===== src/hw/tps_pkg.sv =====
package tps_pkg;

  // ------------------------------------------------------------------
  // clock and timing
  // ------------------------------------------------------------------
  localparam int CLK_PERIOD_NS   = 20;
  localparam int CNT_W           = 9;

  // aperture from start edge to input hold, least time
  localparam int HOLD_DELAY_NS   = 50;
  // first pass, measured from the start of conversion
  localparam int PHASE1_NS       = 3350;
  // dac and residue amplifier settling, plain default
  localparam int SETTLE_NS       = 500;
  // spacing between residue switch steps, plain default
  localparam int SWITCH_NS       = 20;
  // second pass flash conversion, plain default
  localparam int PHASE2_NS       = 1500;
  // highest start rate, samples per second
  localparam int MAX_RATE_SPS    = 166000;
  localparam int MIN_PERIOD_NS   =
    (1000000000 + MAX_RATE_SPS - 1) / MAX_RATE_SPS;

  localparam logic [CNT_W-1:0] HOLD_CYC   =
    CNT_W'((HOLD_DELAY_NS + CLK_PERIOD_NS - 1) / CLK_PERIOD_NS);
  localparam logic [CNT_W-1:0] PHASE1_CYC =
    CNT_W'((PHASE1_NS + CLK_PERIOD_NS - 1) / CLK_PERIOD_NS);
  localparam logic [CNT_W-1:0] SETTLE_CYC =
    CNT_W'((SETTLE_NS + CLK_PERIOD_NS - 1) / CLK_PERIOD_NS);
  localparam logic [CNT_W-1:0] SWITCH_CYC =
    CNT_W'((SWITCH_NS + CLK_PERIOD_NS - 1) / CLK_PERIOD_NS);
  localparam logic [CNT_W-1:0] PHASE2_CYC =
    CNT_W'((PHASE2_NS + CLK_PERIOD_NS - 1) / CLK_PERIOD_NS);
  localparam logic [CNT_W-1:0] MIN_PERIOD_CYC =
    CNT_W'((MIN_PERIOD_NS + CLK_PERIOD_NS - 1) / CLK_PERIOD_NS);
  localparam logic [CNT_W-1:0] ONE_CYC    = 9'h001;

  // ------------------------------------------------------------------
  // data layout
  // ------------------------------------------------------------------
  localparam int PASS_W          = 9;
  localparam int RES_W           = 16;
  localparam int DAC_LSB_W       = 7;
  localparam logic [DAC_LSB_W-1:0] DAC_LSB_ZERO = 7'h00;
  // offset the residue amplifier adds, plain default
  localparam logic [RES_W-1:0] RESIDUE_OFFSET = 16'h0040;
  localparam logic [RES_W-1:0] SIGN_FLIP      = 16'h8000;
  localparam logic [RES_W-1:0] RESULT_RESET   = 16'h0000;
  localparam logic [PASS_W-1:0] PASS_RESET    = 9'h000;

  // ------------------------------------------------------------------
  // sequencer states
  // ------------------------------------------------------------------
  typedef enum logic [2:0] {
    TPS_IDLE,
    TPS_APERTURE,
    TPS_PHASE1,
    TPS_SETTLE,
    TPS_SW_STEP,
    TPS_RES_HOLD,
    TPS_PHASE2,
    TPS_CORRECT
  } tps_state_t;

endpackage


===== src/hw/tps_sequencer.sv =====
// Operation
// - start pin rising edge begins conversion and puts input stage in hold.
// - input hold follows edge by about 50 ns; busy drops at start.
// - first pass lasts 3.35 us from start before second pass.
// - first pass yields 9 top bits, kept for correction.
// - feedback dac gets first bits on top, low 7 bits always zero.
// - second pass waits until dac and residue amplifier settle.
// - residue input opens, feedback closes, then residue stage holds.
// - input stage returns to track once residue stage holds.
// - second 9-bit code is latched, then merged with correction.
// - final result is twos complement for both ranges.
// - starts are accepted no faster than 166 kSPS.
// - busy stays low the whole conversion, rises at completion.
// - start pin is asynchronous and synchronised inside.
`timescale 1ns/1ps
module tps_sequencer
  import tps_pkg::*;
(
  // clock and reset
  input  wire logic                       clk,
  input  wire logic                       rst,
  // host side
  input  wire logic                       conversion_start_n,
  output logic                            busy_n,
  output logic      [tps_pkg::RES_W-1:0]  result,
  output logic                            result_ready,
  // flash converter
  input  wire logic [tps_pkg::PASS_W-1:0] flash_code,
  // analog switch and dac controls, high means closed or hold
  output logic                            input_track_switch,
  output logic                            residue_input_switch,
  output logic                            residue_feedback_switch,
  output logic                            residue_hold,
  output logic      [tps_pkg::RES_W-1:0]  dac_word
);

  tps_state_t             state;
  tps_state_t             next_state;
  logic [CNT_W-1:0]       cnt;
  logic [CNT_W-1:0]       next_cnt;
  logic [CNT_W-1:0]       gap;
  logic [CNT_W-1:0]       next_gap;
  logic                   next_busy_n;
  logic                   next_input_track_switch;
  logic                   next_residue_input_switch;
  logic                   next_residue_feedback_switch;
  logic                   next_residue_hold;
  logic [RES_W-1:0]       next_dac_word;
  logic [PASS_W-1:0]      first_code;
  logic [PASS_W-1:0]      next_first_code;
  logic [PASS_W-1:0]      second_code;
  logic [PASS_W-1:0]      next_second_code;
  logic [RES_W-1:0]       next_result;
  logic                   next_result_ready;
  logic [RES_W-1:0]       corrected;
  logic                   start_pulse;
  logic                   accept;
  logic                   cnt_done;

  // ------------------------------------------------------------------
  // start input
  // ------------------------------------------------------------------
  tps_start_sync u_start_sync (
    .clk                (clk),
    .rst                (rst),
    .conversion_start_n (conversion_start_n),
    .start_pulse        (start_pulse)
  );

  // ------------------------------------------------------------------
  // result arithmetic
  // ------------------------------------------------------------------
  tps_correct u_correct (
    .first_code  (first_code),
    .second_code (second_code),
    .corrected   (corrected)
  );

  // ------------------------------------------------------------------
  // sequencer
  // ------------------------------------------------------------------
  assign cnt_done = (cnt == '0);
  // a start while busy or too soon after the last one is dropped
  assign accept = (state == TPS_IDLE) && start_pulse && (gap == '0);

  always_comb begin
    next_state                   = state;
    next_cnt                     = cnt;
    next_gap                     = (gap == '0) ? gap : gap - ONE_CYC;
    next_busy_n                  = busy_n;
    next_input_track_switch      = input_track_switch;
    next_residue_input_switch    = residue_input_switch;
    next_residue_feedback_switch = residue_feedback_switch;
    next_residue_hold            = residue_hold;
    next_dac_word                = dac_word;
    next_first_code              = first_code;
    next_second_code             = second_code;
    next_result                  = result;
    next_result_ready            = 1'h0;
    if (!cnt_done) begin
      next_cnt = cnt - ONE_CYC;
    end
    case (state)
      TPS_IDLE: begin
        if (accept) begin
          next_busy_n = 1'h0;
          next_gap    = MIN_PERIOD_CYC - ONE_CYC;
          next_cnt    = HOLD_CYC - ONE_CYC;
          next_state  = TPS_APERTURE;
        end
      end
      TPS_APERTURE: begin
        if (cnt_done) begin
          // aperture delay rounded up to whole cycles
          next_input_track_switch = 1'h0;
          next_cnt   = PHASE1_CYC - HOLD_CYC - ONE_CYC;
          next_state = TPS_PHASE1;
        end
      end
      TPS_PHASE1: begin
        if (cnt_done) begin
          next_first_code = flash_code;
          next_dac_word   = {flash_code, DAC_LSB_ZERO};
          next_cnt        = SETTLE_CYC - ONE_CYC;
          next_state      = TPS_SETTLE;
        end
      end
      TPS_SETTLE: begin
        if (cnt_done) begin
          next_residue_input_switch    = 1'h0;
          next_residue_feedback_switch = 1'h1;
          next_cnt   = SWITCH_CYC - ONE_CYC;
          next_state = TPS_SW_STEP;
        end
      end
      TPS_SW_STEP: begin
        if (cnt_done) begin
          next_residue_hold = 1'h1;
          next_cnt   = SWITCH_CYC - ONE_CYC;
          next_state = TPS_RES_HOLD;
        end
      end
      TPS_RES_HOLD: begin
        if (cnt_done) begin
          // reacquisition overlaps the second pass
          next_input_track_switch = 1'h1;
          next_cnt   = PHASE2_CYC - ONE_CYC;
          next_state = TPS_PHASE2;
        end
      end
      TPS_PHASE2: begin
        if (cnt_done) begin
          next_second_code = flash_code;
          next_state       = TPS_CORRECT;
        end
      end
      TPS_CORRECT: begin
        next_result                  = corrected;
        next_result_ready            = 1'h1;
        next_busy_n                  = 1'h1;
        next_residue_hold            = 1'h0;
        next_residue_input_switch    = 1'h1;
        next_residue_feedback_switch = 1'h0;
        next_state                   = TPS_IDLE;
      end
      default: begin
        next_state = TPS_IDLE;
      end
    endcase
  end

  always_ff @(posedge clk) begin
    if (rst) begin
      state                   <= TPS_IDLE;
      cnt                     <= '0;
      gap                     <= '0;
      busy_n                  <= 1'h1;
      input_track_switch      <= 1'h1;
      residue_input_switch    <= 1'h1;
      residue_feedback_switch <= 1'h0;
      residue_hold            <= 1'h0;
      dac_word                <= RESULT_RESET;
      first_code              <= PASS_RESET;
      second_code             <= PASS_RESET;
      result                  <= RESULT_RESET;
      result_ready            <= 1'h0;
    end else begin
      state                   <= next_state;
      cnt                     <= next_cnt;
      gap                     <= next_gap;
      busy_n                  <= next_busy_n;
      input_track_switch      <= next_input_track_switch;
      residue_input_switch    <= next_residue_input_switch;
      residue_feedback_switch <= next_residue_feedback_switch;
      residue_hold            <= next_residue_hold;
      dac_word                <= next_dac_word;
      first_code              <= next_first_code;
      second_code             <= next_second_code;
      result                  <= next_result;
      result_ready            <= next_result_ready;
    end
  end

  // ------------------------------------------------------------------
  // checks
  // ------------------------------------------------------------------
  localparam int P1_DLY     = int'(PHASE1_CYC);
  localparam int SETTLE_AGE = int'(SETTLE_CYC);

  // cycles since the dac was last loaded, saturating
  logic [CNT_W-1:0] dac_age;
  always_ff @(posedge clk) begin
    if (rst) begin
      dac_age <= '0;
    end else if (state == TPS_PHASE1 && cnt_done) begin
      dac_age <= '0;
    end else if (dac_age != '1) begin
      dac_age <= dac_age + ONE_CYC;
    end
  end
endmodule // tps_sequencer


===== src/hw/tps_start_sync.sv =====
`timescale 1ns/1ps
module tps_start_sync (
  // clock and reset
  input  wire logic clk,
  input  wire logic rst,
  // asynchronous start pin
  input  wire logic conversion_start_n,
  // one-cycle pulse on its low-to-high edge
  output logic      start_pulse
);

  logic meta;
  logic stable;
  logic delayed;
  logic next_meta;
  logic next_stable;
  logic next_delayed;

  // ------------------------------------------------------------------
  // two-stage synchroniser and edge detect
  // ------------------------------------------------------------------
  // the pin idles high, so reset holds the stages high to avoid a
  // false edge after release
  always_comb begin
    next_meta    = conversion_start_n;
    next_stable  = meta;
    next_delayed = stable;
  end

  always_ff @(posedge clk) begin
    if (rst) begin
      meta    <= 1'h1;
      stable  <= 1'h1;
      delayed <= 1'h1;
    end else begin
      meta    <= next_meta;
      stable  <= next_stable;
      delayed <= next_delayed;
    end
  end

  // only the second stage and its delayed copy feed the detector
  assign start_pulse = stable & ~delayed;

endmodule // tps_start_sync


===== src/hw/tps_correct.sv =====
`timescale 1ns/1ps
module tps_correct
  import tps_pkg::*;
(
  // both pass codes
  input  wire logic [tps_pkg::PASS_W-1:0] first_code,
  input  wire logic [tps_pkg::PASS_W-1:0] second_code,
  // merged result, twos complement
  output logic      [tps_pkg::RES_W-1:0]  corrected
);

  logic signed [RES_W+1:0] sum;
  logic        [RES_W-1:0] clipped;

  // ------------------------------------------------------------------
  // error correction
  // ------------------------------------------------------------------
  // the residue pass overlaps the first by its offset, so coarse
  // errors of the first pass are absorbed by the sum; extremes clip
  always_comb begin
    sum = $signed({2'h0, first_code, DAC_LSB_ZERO})
        + $signed({{(RES_W+2-PASS_W){1'h0}}, second_code})
        - $signed({2'h0, RESIDUE_OFFSET});
    if (sum < 0) begin
      clipped = RESULT_RESET;
    end else if (sum[RES_W+1:RES_W] != 2'h0) begin
      clipped = ~RESULT_RESET;
    end else begin
      clipped = sum[RES_W-1:0];
    end
    // offset binary to twos complement, same for both ranges
    corrected = clipped ^ SIGN_FLIP;
  end

endmodule // tps_correct


===== config.mk =====
export PLATFORM = sky130hd
export DESIGN_NAME = tps_sequencer
export DESIGN_NICKNAME = d
export VERILOG_FILES = /design/src/hw/tps_pkg.sv /design/src/hw/tps_sequencer.sv /design/src/hw/tps_start_sync.sv /design/src/hw/tps_correct.sv
export SDC_FILE = /design/constraint.sdc
export NUM_CORES = 1
export LEC_CHECK = 0
export BUFFER_PORTS_ARGS = -buffer_cell sky130_fd_sc_hd__buf_4
export CAP_MARGIN = 5
export CORE_AREA = 8 8 95 97
export CTS_CLUSTER_DIAMETER = 50
export CTS_CLUSTER_SIZE = 30
export DETAILED_ROUTE_END_ITERATION = 7
export DIE_AREA = 0 0 103 105
export SYNTH_ARGS = -nofsm -noshare
export SYNTH_HDL_FRONTEND = slang
export SYNTH_SLANG_ARGS = --single-unit

===== constraint.sdc =====
create_clock -name clk -period 6.1 [get_ports clk]
set_input_delay 0.61 -clock clk [delete_from_list [all_inputs] [get_ports clk]]
set_output_delay 0.61 -clock clk [all_outputs]
set_load 0.02 [all_outputs]

**Word level (Yosys, flattened, before mapping)**

Cells that the tools add are included.

- Flip-flop bits (word level): 64
- Output and inout port bits: 38

- $add $sub $neg: 4
- $lt $le $gt $ge: 1
- Eq/ne operators: 14
- Muxes and demuxes: 29
- Bitwise operators: 3
- Reduce and logical (&&, ||, !) cells: 18

Operators by type and width:

| cell | number |
|---|---|
| 9-bit two-way mux | 9 |
| 9-bit one-hot mux with 5 select lines | 1 |
| 16-bit two-way mux | 2 |
| 3-bit one-hot mux with 8 select lines | 1 |
| 3-bit two-way mux | 7 |
| 9-bit logical NOT | 2 |
| 18-bit by 1-bit less-than comparator with 1-bit output (second input constant) | 1 |
| 17-bit by 7-bit subtractor with 18-bit output (second input constant) | 1 |
| 9-bit by 1-bit subtractor with 9-bit output (second input constant) | 2 |
| 16-bit by 9-bit adder with 17-bit output | 1 |
| 2-bit != test (second input constant) | 7 |
| 3-bit == test (second input constant) | 4 |
| 1-bit one-hot mux with 2 select lines | 5 |
| 2-bit AND reduction | 5 |
| 2-bit nonzero test | 5 |
| 7-bit AND reduction | 1 |
| 3-bit by 2-bit == test with 1-bit output (second input constant) | 2 |
| 1-bit two-way mux | 4 |
| 3-bit by 1-bit == test with 1-bit output (second input constant) | 1 |
| 3-bit logical NOT | 1 |
| 3-bit AND reduction | 1 |
| 1-bit logical AND | 2 |
| 1-bit NOT | 2 |
| 2-bit OR reduction | 1 |
| 1-bit AND | 1 |

**Depth between registers and ports, before layout**

Gate-level depths: netlist (run 1).

- Depth in word-level cells: 6
- Mapped depth: 13

**Hierarchy**

Synthesis (run 1) repeated with hierarchy kept, for this count alone.

- Cells, all modules: 401
- Area, all modules: 3,654.8 µm²

Modules (own cells, without submodules):

| module | instances | cells each | area an instance (µm²) |
|---|---|---|---|
| tps_sequencer | 1 | 301 | 2,894.0 |
| tps_correct | 1 | 93 | 675.6 |
| tps_start_sync | 1 | 7 | 85.1 |

**Worst setup path after synthesis (run 1)**

No wires, ideal clock.

- Kind: reg2reg
- Start: register dac_word[7] (netlist name)
- End: register result[13] in the netlist's numbering
- Library setup time: 0.129 ns
- Arrival: 2.476 ns
- Data required time: 5.971 ns
- Slack: 3.495 ns
- Cell stages (with the launch flop): 14
- Period minus slack after synthesis: 2.605 ns
- Path through: dfxtp_1 > inv_1 > ha_1 > inv_1 > ha_1 > inv_1 > fa_1 > nor2b_1 > o21a_1 > o211ai_1 > a21boi_0 > o21ai_0 > clkbuf_1 > o21ai_0

RTL lines:

| what | line | source |
|---|---|---|
| end signal: assignment | tps_sequencer.sv:199 | `result <= next_result;` |
| end: declaration | tps_sequencer.sv:25 | `output logic [tps_pkg::RES_W-1:0] result,` |

==> results of run 1 <==
-- placed cells by master, fill, tap and decap left out, types with 2 or more instances in the layout --
cell,instances
o22ai_1,2
o21a_1,2
inv_1,29
nand2_1,40
nor2_1,55
a21oi_1,25
conb_1,7
a211oi_1,4
nor3_1,8
dfxtp_1,64
o41ai_1,2
a31oi_1,3
nand3b_1,2
or2_2,4
a2111oi_0,4
o21ai_0,28
inv_6,2
buf_4,45
clkbuf_8,9
xnor2_1,8
nand3_1,6
clkinv_4,2
nand2b_1,3
nor4_1,3
xor2_1,2
mux2i_1,20
nor2b_1,9
or3_1,6
ha_1,20
o31ai_1,2
-- Yosys cell counts, types with 2 or more instances --
cell type,number
or2_2,4
mux2i_1,20
nor2_1,55
buf_4,7
nand2_1,40
nor3_1,8
or3_1,6
nand3b_1,2
inv_1,29
xor2_1,2
xnor2_1,8
a2111oi_0,4
a31oi_1,3
o21ai_0,28
o41ai_1,2
nor2b_1,9
clkbuf_1,14
nand3_1,6
o21a_1,2
o31ai_1,2
a21oi_1,25
dfxtp_1,64
o22ai_1,2
nor4_1,3
nand2b_1,3
a211oi_1,4
ha_1,20
-- routing by layer --
metal	wire, µm	up-vias
met2	3520	43
met1	3580	1266
met3	374	12
li1	-	1434
met4	102	0
met5	0	-
-- worst max-delay path, cell delays in order, from the launching register on --
cell and delay [ns]:
dfxtp_1 0.38, inv_1 0.06, ha_1 0.32, inv_1 0.06, ha_1 0.28, a21oi_1 0.20
o22ai_1 0.17, o41ai_1 0.36, xnor2_1 0.10, buf_4 0.21, a2111oi_0 0.50, o21ai_0 0.13
-- layout make-up --
class	instances	area (µm²)
fill	771	3670
multi-input combinational	288	1790
sequential	64	1280
timing repair buffer	45	338
tap	102	128
clock buffer	9	124
inverter	30	113
clock inverter	7	77.6
-- registers in the layout, indices dropped and copies added (netlist names) --
signal / flops
input_track_switch: 1
gap: 9
residue_input_switch: 1
dac_word: 9
residue_hold: 1
u_start_sync.next_delayed: 1
u_start_sync.meta: 1
second_code: 9
cnt: 9
result: 16
result_ready: 1
u_start_sync.delayed: 1
state: 3
busy_n: 1
residue_feedback_switch: 1
-- power breakdown --
group	switching, mW	internal, mW	total [mW]
registers	0.0388	0.461	0.500
logic	0.226	0.156	0.382
clock network	0.182	0.192	0.374
total	0.447	0.810	1.26
-- kinds of logic (layout without fill, tap and decap cells) --
family                   count (synthesis)  count (layout)  synth area share
buffers and inverters                   51              91            0.0666
multiplexers                            20              20            0.0613
AO/OA/AOI/OAI                           84              84             0.159
adder cells (fa/ha/maj)                 21              21            0.0827
other                                    1               7           0.00115
AND/OR/NAND/NOR                        146             146             0.211
XOR/XNOR                                10              10            0.0268
flip-flops                              64              64             0.392
-- how the worst max path moves through the flow --
stage           startpoint         end  slack, ns  depth (start not counted)
2_1_floorplan  dac_word[7]  result[13]       3.50                         13
6_report       dac_word[8]  result[13]       3.18                         11
4_1_cts        dac_word[8]  result[13]       3.14                         11
3_3_place_gp   dac_word[8]  result[13]       3.24                         11
5_1_grt        dac_word[8]  result[13]       2.74                         11
3_5_place_dp   dac_word[8]  result[13]       3.16                         11
==> impl_metrics.json, run 1 <==
{
  "synth.area.top_cells": "dfxtp_1 (39%), ha_1 (7.7%), nor2_1 (6.3%)",
  "setup_viol": 0,
  "arrival_ns": 3.14,
  "synthFlopType": "dfxtp_1",
  "grt_first_pass_wirelength_mm": 13.3,
  "coreArea_mm2": 0.00753,
  "post-place-ws_ns": 3.16,
  "finalWorstSetupSlack_ns": 3.18,
  "clock_path_buffers": 2,
  "wl_per_cell_um": 13.9,
  "cts_buffers": 9,
  "synth.avg_cell_area_um2": 8.23,
  "cts_setup_buffers": 0,
  "rows": 32,
  "rr_worst_depth": 11,
  "met2_usage": 0.238,
  "ys_types": 52,
  "ctsHoldBuffers": 0,
  "drtPass1Iterations": 4,
  "postLayoutCoreUtil": 0.512,
  "hp-class": "reg -> reg",
  "min_to": "u_start_sync.next_delayed",
  "rsz0062_at_grt": "false",
  "max_cap_viol_count": 0,
  "clock-root-buffer": "clkbuf_8",
  "setup_tns_ns": 0,
  "io_buffers": 42,
  "avgViaCountPerCell": 5.06,
  "synth.cell_area_mm2": 0.00327,
  "num_vias": 2755,
  "synth-seq-area-share": 0.392,
  "grt_use_met1": 0.191,
  "hold_path_startpoint": "u_start_sync.meta",
  "cp.required_ns": 6.32,
  "r2r-end": "result[13]",
  "clock_latency_ns": 0.35,
  "async_flop_share": 0,
  "final_nets": 471,
  "use_met3": 0.0524,
  "area_growth_pct": 17.9,
  "relSlewSlack": 0.512,
  "place_area_mm2": 0.00365,
  "clock.fmax_ghz": 0.342,
  "cts_tree": "done",
  "tightest_slew_ns": 0.721,
  "cts.clk_slew.worst_paths_ns": 0.08,
  "antenna_left": 0,
  "antenna_found_initial": 0,
  "holdWs_ns": 0.440,
  "synth_top_area_frac": 0.392,
  "drtIter0Drc": 77,
  "vdd_ir_drop_max_mv": 0.114,
  "status": "finished, final reports clean",
  "p_total_mw": 1.26,
  "design_area_mm2": 0.00385,
  "syn_inst": 397,
  "layoutNonFillerInstCount": 545,
  "yosys.area.top_type": "dfxtp_1",
  "p_leak_nw": 1.74,
  "grt_start_max_net_pins": 44,
  "yosysWarnings": 0,
  "layout_worst_path_cycle_share": 0.479,
  "critPathLaunchType": "flop",
  "endpoint_kind": "flop",
  "timing.rr.start": "dac_word[8]",
  "io_pins": 50,
  "routed_wl_mm": 7.58,
  "gr-usage-all-layers": 0.154,
  "synth_edf_count": 0,
  "die_h_um": 105,
  "drv_slew": 0,
  "worst-setup-path-type": "reg -> reg",
  "cp_max_fo": 16,
  "antenna_cells": 0,
  "start_util": 0.434,
  "min_path_cells": 1,
  "power_density_mw_per_mm2": 326,
  "drive_gt1_frac": 0.160,
  "h-tree-depth": 3,
  "drc": 0,
  "die_w_um": 103,
  "cts_resized": 0,
  "gp_congestion": 0.795,
  "hpwlAfterDp_mm": 5.52,
  "final.setup_skew_ns": 0.00876,
  "cts_sinks": 64,
  "reg2reg_slack_ns": 3.18,
  "hold_violations": 0,
  "die_area_mm2": 0.0108,
  "overflow": 0,
  "grt_pass1_vias": 2713,
  "layout_min_cycle_time_ns": 2.92,
  "busiest_layer": "met2",
  "synth_seq_cells": 64,
  "placedCellCount": 529
}
Note: power is estimated with default switching activity, not from simulation.
==> run 2, diff against run 1 <==
- ABC_AREA: not set -> 1
- CORE_AREA: 8 8 95 97 -> 8 8 96 98
- DIE_AREA: 0 0 103 105 -> 0 0 104 106
- PLACE_DENSITY: not set -> 0.66
- clock period: 6.1 -> 2.6 ns (I/O delays scaled with it)
==> run 2 against run 1 <==
Compared with the run above: sequential share of layout area is 0.78 points lower; die area is 1.9% higher; sequential cell count stayed put; first-iteration DRC count is 23% higher; total power grew to 3.3 times the previous value; wire length is 1.4% higher; global-route usage is 1.0 points lower; largest power group is now combinational cells; via count is 9.4% higher; largest cell class unchanged.
==> impl_metrics.json, run 2 <==
{
  "async_flop_share": 0,
  "postLayoutCoreUtil": 0.503,
  "die_w_um": 104,
  "grt_pass1_vias": 2950,
  "cts.clk_slew.worst_paths_ns": 0.08,
  "clock_latency_ns": 0.35,
  "io_pins": 50,
  "vdd_ir_drop_max_mv": 0.342,
  "cts_buffers": 9,
  "arrival_ns": 2.67,
  "h-tree-depth": 3,
  "layout_min_cycle_time_ns": 2.38,
  "ctsHoldBuffers": 0,
  "synthFlopType": "dfxtp_1",
  "grt_start_max_net_pins": 25,
  "p_leak_nw": 1.95,
  "synth.avg_cell_area_um2": 7.12,
  "gp_congestion": 0.822,
  "rsz0062_at_grt": "false",
  "reg2reg_slack_ns": 0.22,
  "post-place-ws_ns": 0.0514,
  "synth-seq-area-share": 0.382,
  "status": "finished, final reports clean",
  "overflow": 0,
  "design_area_mm2": 0.00395,
  "final.setup_skew_ns": 0.00826,
  "clock-root-buffer": "clkbuf_8",
  "yosysWarnings": 0,
  "clock.fmax_ghz": 0.420,
  "syn_inst": 471,
  "ys_types": 37,
  "rows": 33,
  "max_cap_viol_count": 0,
  "grt_first_pass_wirelength_mm": 13.1,
  "place_area_mm2": 0.00372,
  "placedCellCount": 607,
  "wl_per_cell_um": 12.3,
  "p_total_mw": 4.20,
  "holdWs_ns": 0.103,
  "finalWorstSetupSlack_ns": 0.220,
  "synth_top_area_frac": 0.382,
  "drive_gt1_frac": 0.171,
  "antenna_found_initial": 0,
  "drtIter0Drc": 95,
  "synth_edf_count": 0,
  "hold_violations": 0,
  "cp_max_fo": 8,
  "antenna_left": 0,
  "fillCellCount": 801,
  "synth.cell_area_mm2": 0.00335,
  "hp-class": "in -> reg",
  "critPathLaunchType": "flop",
  "relSlewSlack": 0.561,
  "hpwlAfterDp_mm": 5.72,
  "layoutNonFillerInstCount": 625,
  "num_vias": 3014,
  "cp.required_ns": 2.89,
  "final_common_cell": "nand2_1",
  "io_buffers": 42,
  "final_nets": 548,
  "synth.area.top_cells": "dfxtp_1 (38%), nand2_1 (14%), ha_1 (7.5%)",
  "gr-usage-all-layers": 0.144,
  "routed_wl_mm": 7.69,
  "top_register": "result",
  "drtPass1Iterations": 4,
  "power_density_mw_per_mm2": 1060,
  "cts_sinks": 64,
  "largest_reg_flops": 16,
  "synth_seq_cells": 64,
  "start_util": 0.427,
  "worst-setup-path-type": "reg -> reg",
  "yosys.area.top_type": "dfxtp_1",
  "tightest_slew_ns": 0.658,
  "netlist_top_cells_count": "nand2_1 (128), dfxtp_1 (64), inv_1 (60)",
  "clock_path_buffers": 2,
  "layout_common_cells": "nand2_1 (126), dfxtp_1 (64), inv_1 (59), buf_4 (44), o21ai_0 (37)",
  "cts_tree": "done",
  "drc": 0,
  "endpoint_kind": "flop",
  "layout_worst_path_cycle_share": 0.916,
  "drv_slew": 0,
  "antenna_cells": 0,
  "coreArea_mm2": 0.00785,
  "yosysMostFrequentCell": "nand2_1",
  "avgViaCountPerCell": 4.82,
  "area_growth_pct": 17.7,
  "setup_tns_ns": 0,
  "die_h_um": 106,
  "setup_viol": 0,
  "die_area_mm2": 0.0110
}
## run 2: cell count changes after synthesis, sizes merged, moves of 9 or more
| cell | previous run | this run |
|---|---|---|
| clkbuf | 14 | 3 |
| nor2b | 9 | 0 |
| nand3 | 6 | 21 |
| o21ai | 28 | 39 |
| inv | 30 | 66 |
| mux2i | 20 | 0 |
| nand2 | 40 | 134 |
| nor2 | 56 | 35 |
## run 2: area by class of cell
type	instances	area, µm²	area share
clock buffers	9	124	0.0314
clock inverters	7	72.6	0.0184
inverters	67	256	0.0650
multi-input cells	328	1740	0.441
flip-flops and latches	64	1280	0.325
well taps	105	131	0.0333
repair buffers	44	330	0.0837
repair inverters	1	7.51	0.00190
## run 2: per-layer routing
| metal | share of wire | global-route usage | vias up |
|---|---|---|---|
| met5 | 0 | 0 | - |
| met4 | 0.018 | 0.0548 | 0 |
| met3 | 0.051 | 0.0472 | 11 |
| met2 | 0.49 | 0.258 | 56 |
| met1 | 0.44 | 0.153 | 1386 |
| li1 | - | - | 1561 |
## run 2: logic make-up (layout without fill, tap and decap cells)
logic type / Yosys count / after routing / share of synthesized area
flops: 64 / 64 / 0.382
fa+ha+maj: 21 / 21 / 0.0806
other cells: 1 / 7 / 0.00112
compound gates: 81 / 81 / 0.128
buf+inv: 85 / 128 / 0.109
xor+xnor: 13 / 13 / 0.0340
simple gates: 206 / 206 / 0.266
## run 2: worst max-delay path, stage by stage (launching register included)
cell	delay, ns
dfxtp_1	0.33
inv_1	0.06
ha_1	0.28
inv_1	0.06
ha_1	0.17
inv_1	0.08
fa_2	0.35
inv_1	0.06
nand3_1	0.05
nand2_1	0.12
nand2_1	0.08
nand2_1	0.08
nand2_1	0.07
nand2_2	0.09
nand2_4	0.09
clkinvlp_4	0.16
buf_4	0.12
nand2_1	0.04
nand2_1	0.04
## run 2: power breakdown
| part | total (mW) | switching (mW) | leakage, nW | internal [mW] |
|---|---|---|---|---|
| Clock | 0.861 | 0.419 | 0.0952 | 0.442 |
| Sequential | 1.28 | 0.132 | 0.521 | 1.15 |
| Combinational | 2.06 | 1.33 | 1.33 | 0.727 |
## run 2: final timing paths
check | start | to | cells past startpoint
hold / removal | conversion_start_n | u_start_sync.meta | 2
setup / recovery | dac_word[7] | result[14] | 18
setup reg to reg | dac_word[7] | result[14] | 18
hold reg to reg | u_start_sync.meta | u_start_sync.next_delayed | 1
## run 2: timing repair
item | CTS | global route
setup endpoints to repair | 0 | 15
buffers inserted | 0 | 1
gates resized for setup | 0 | 7
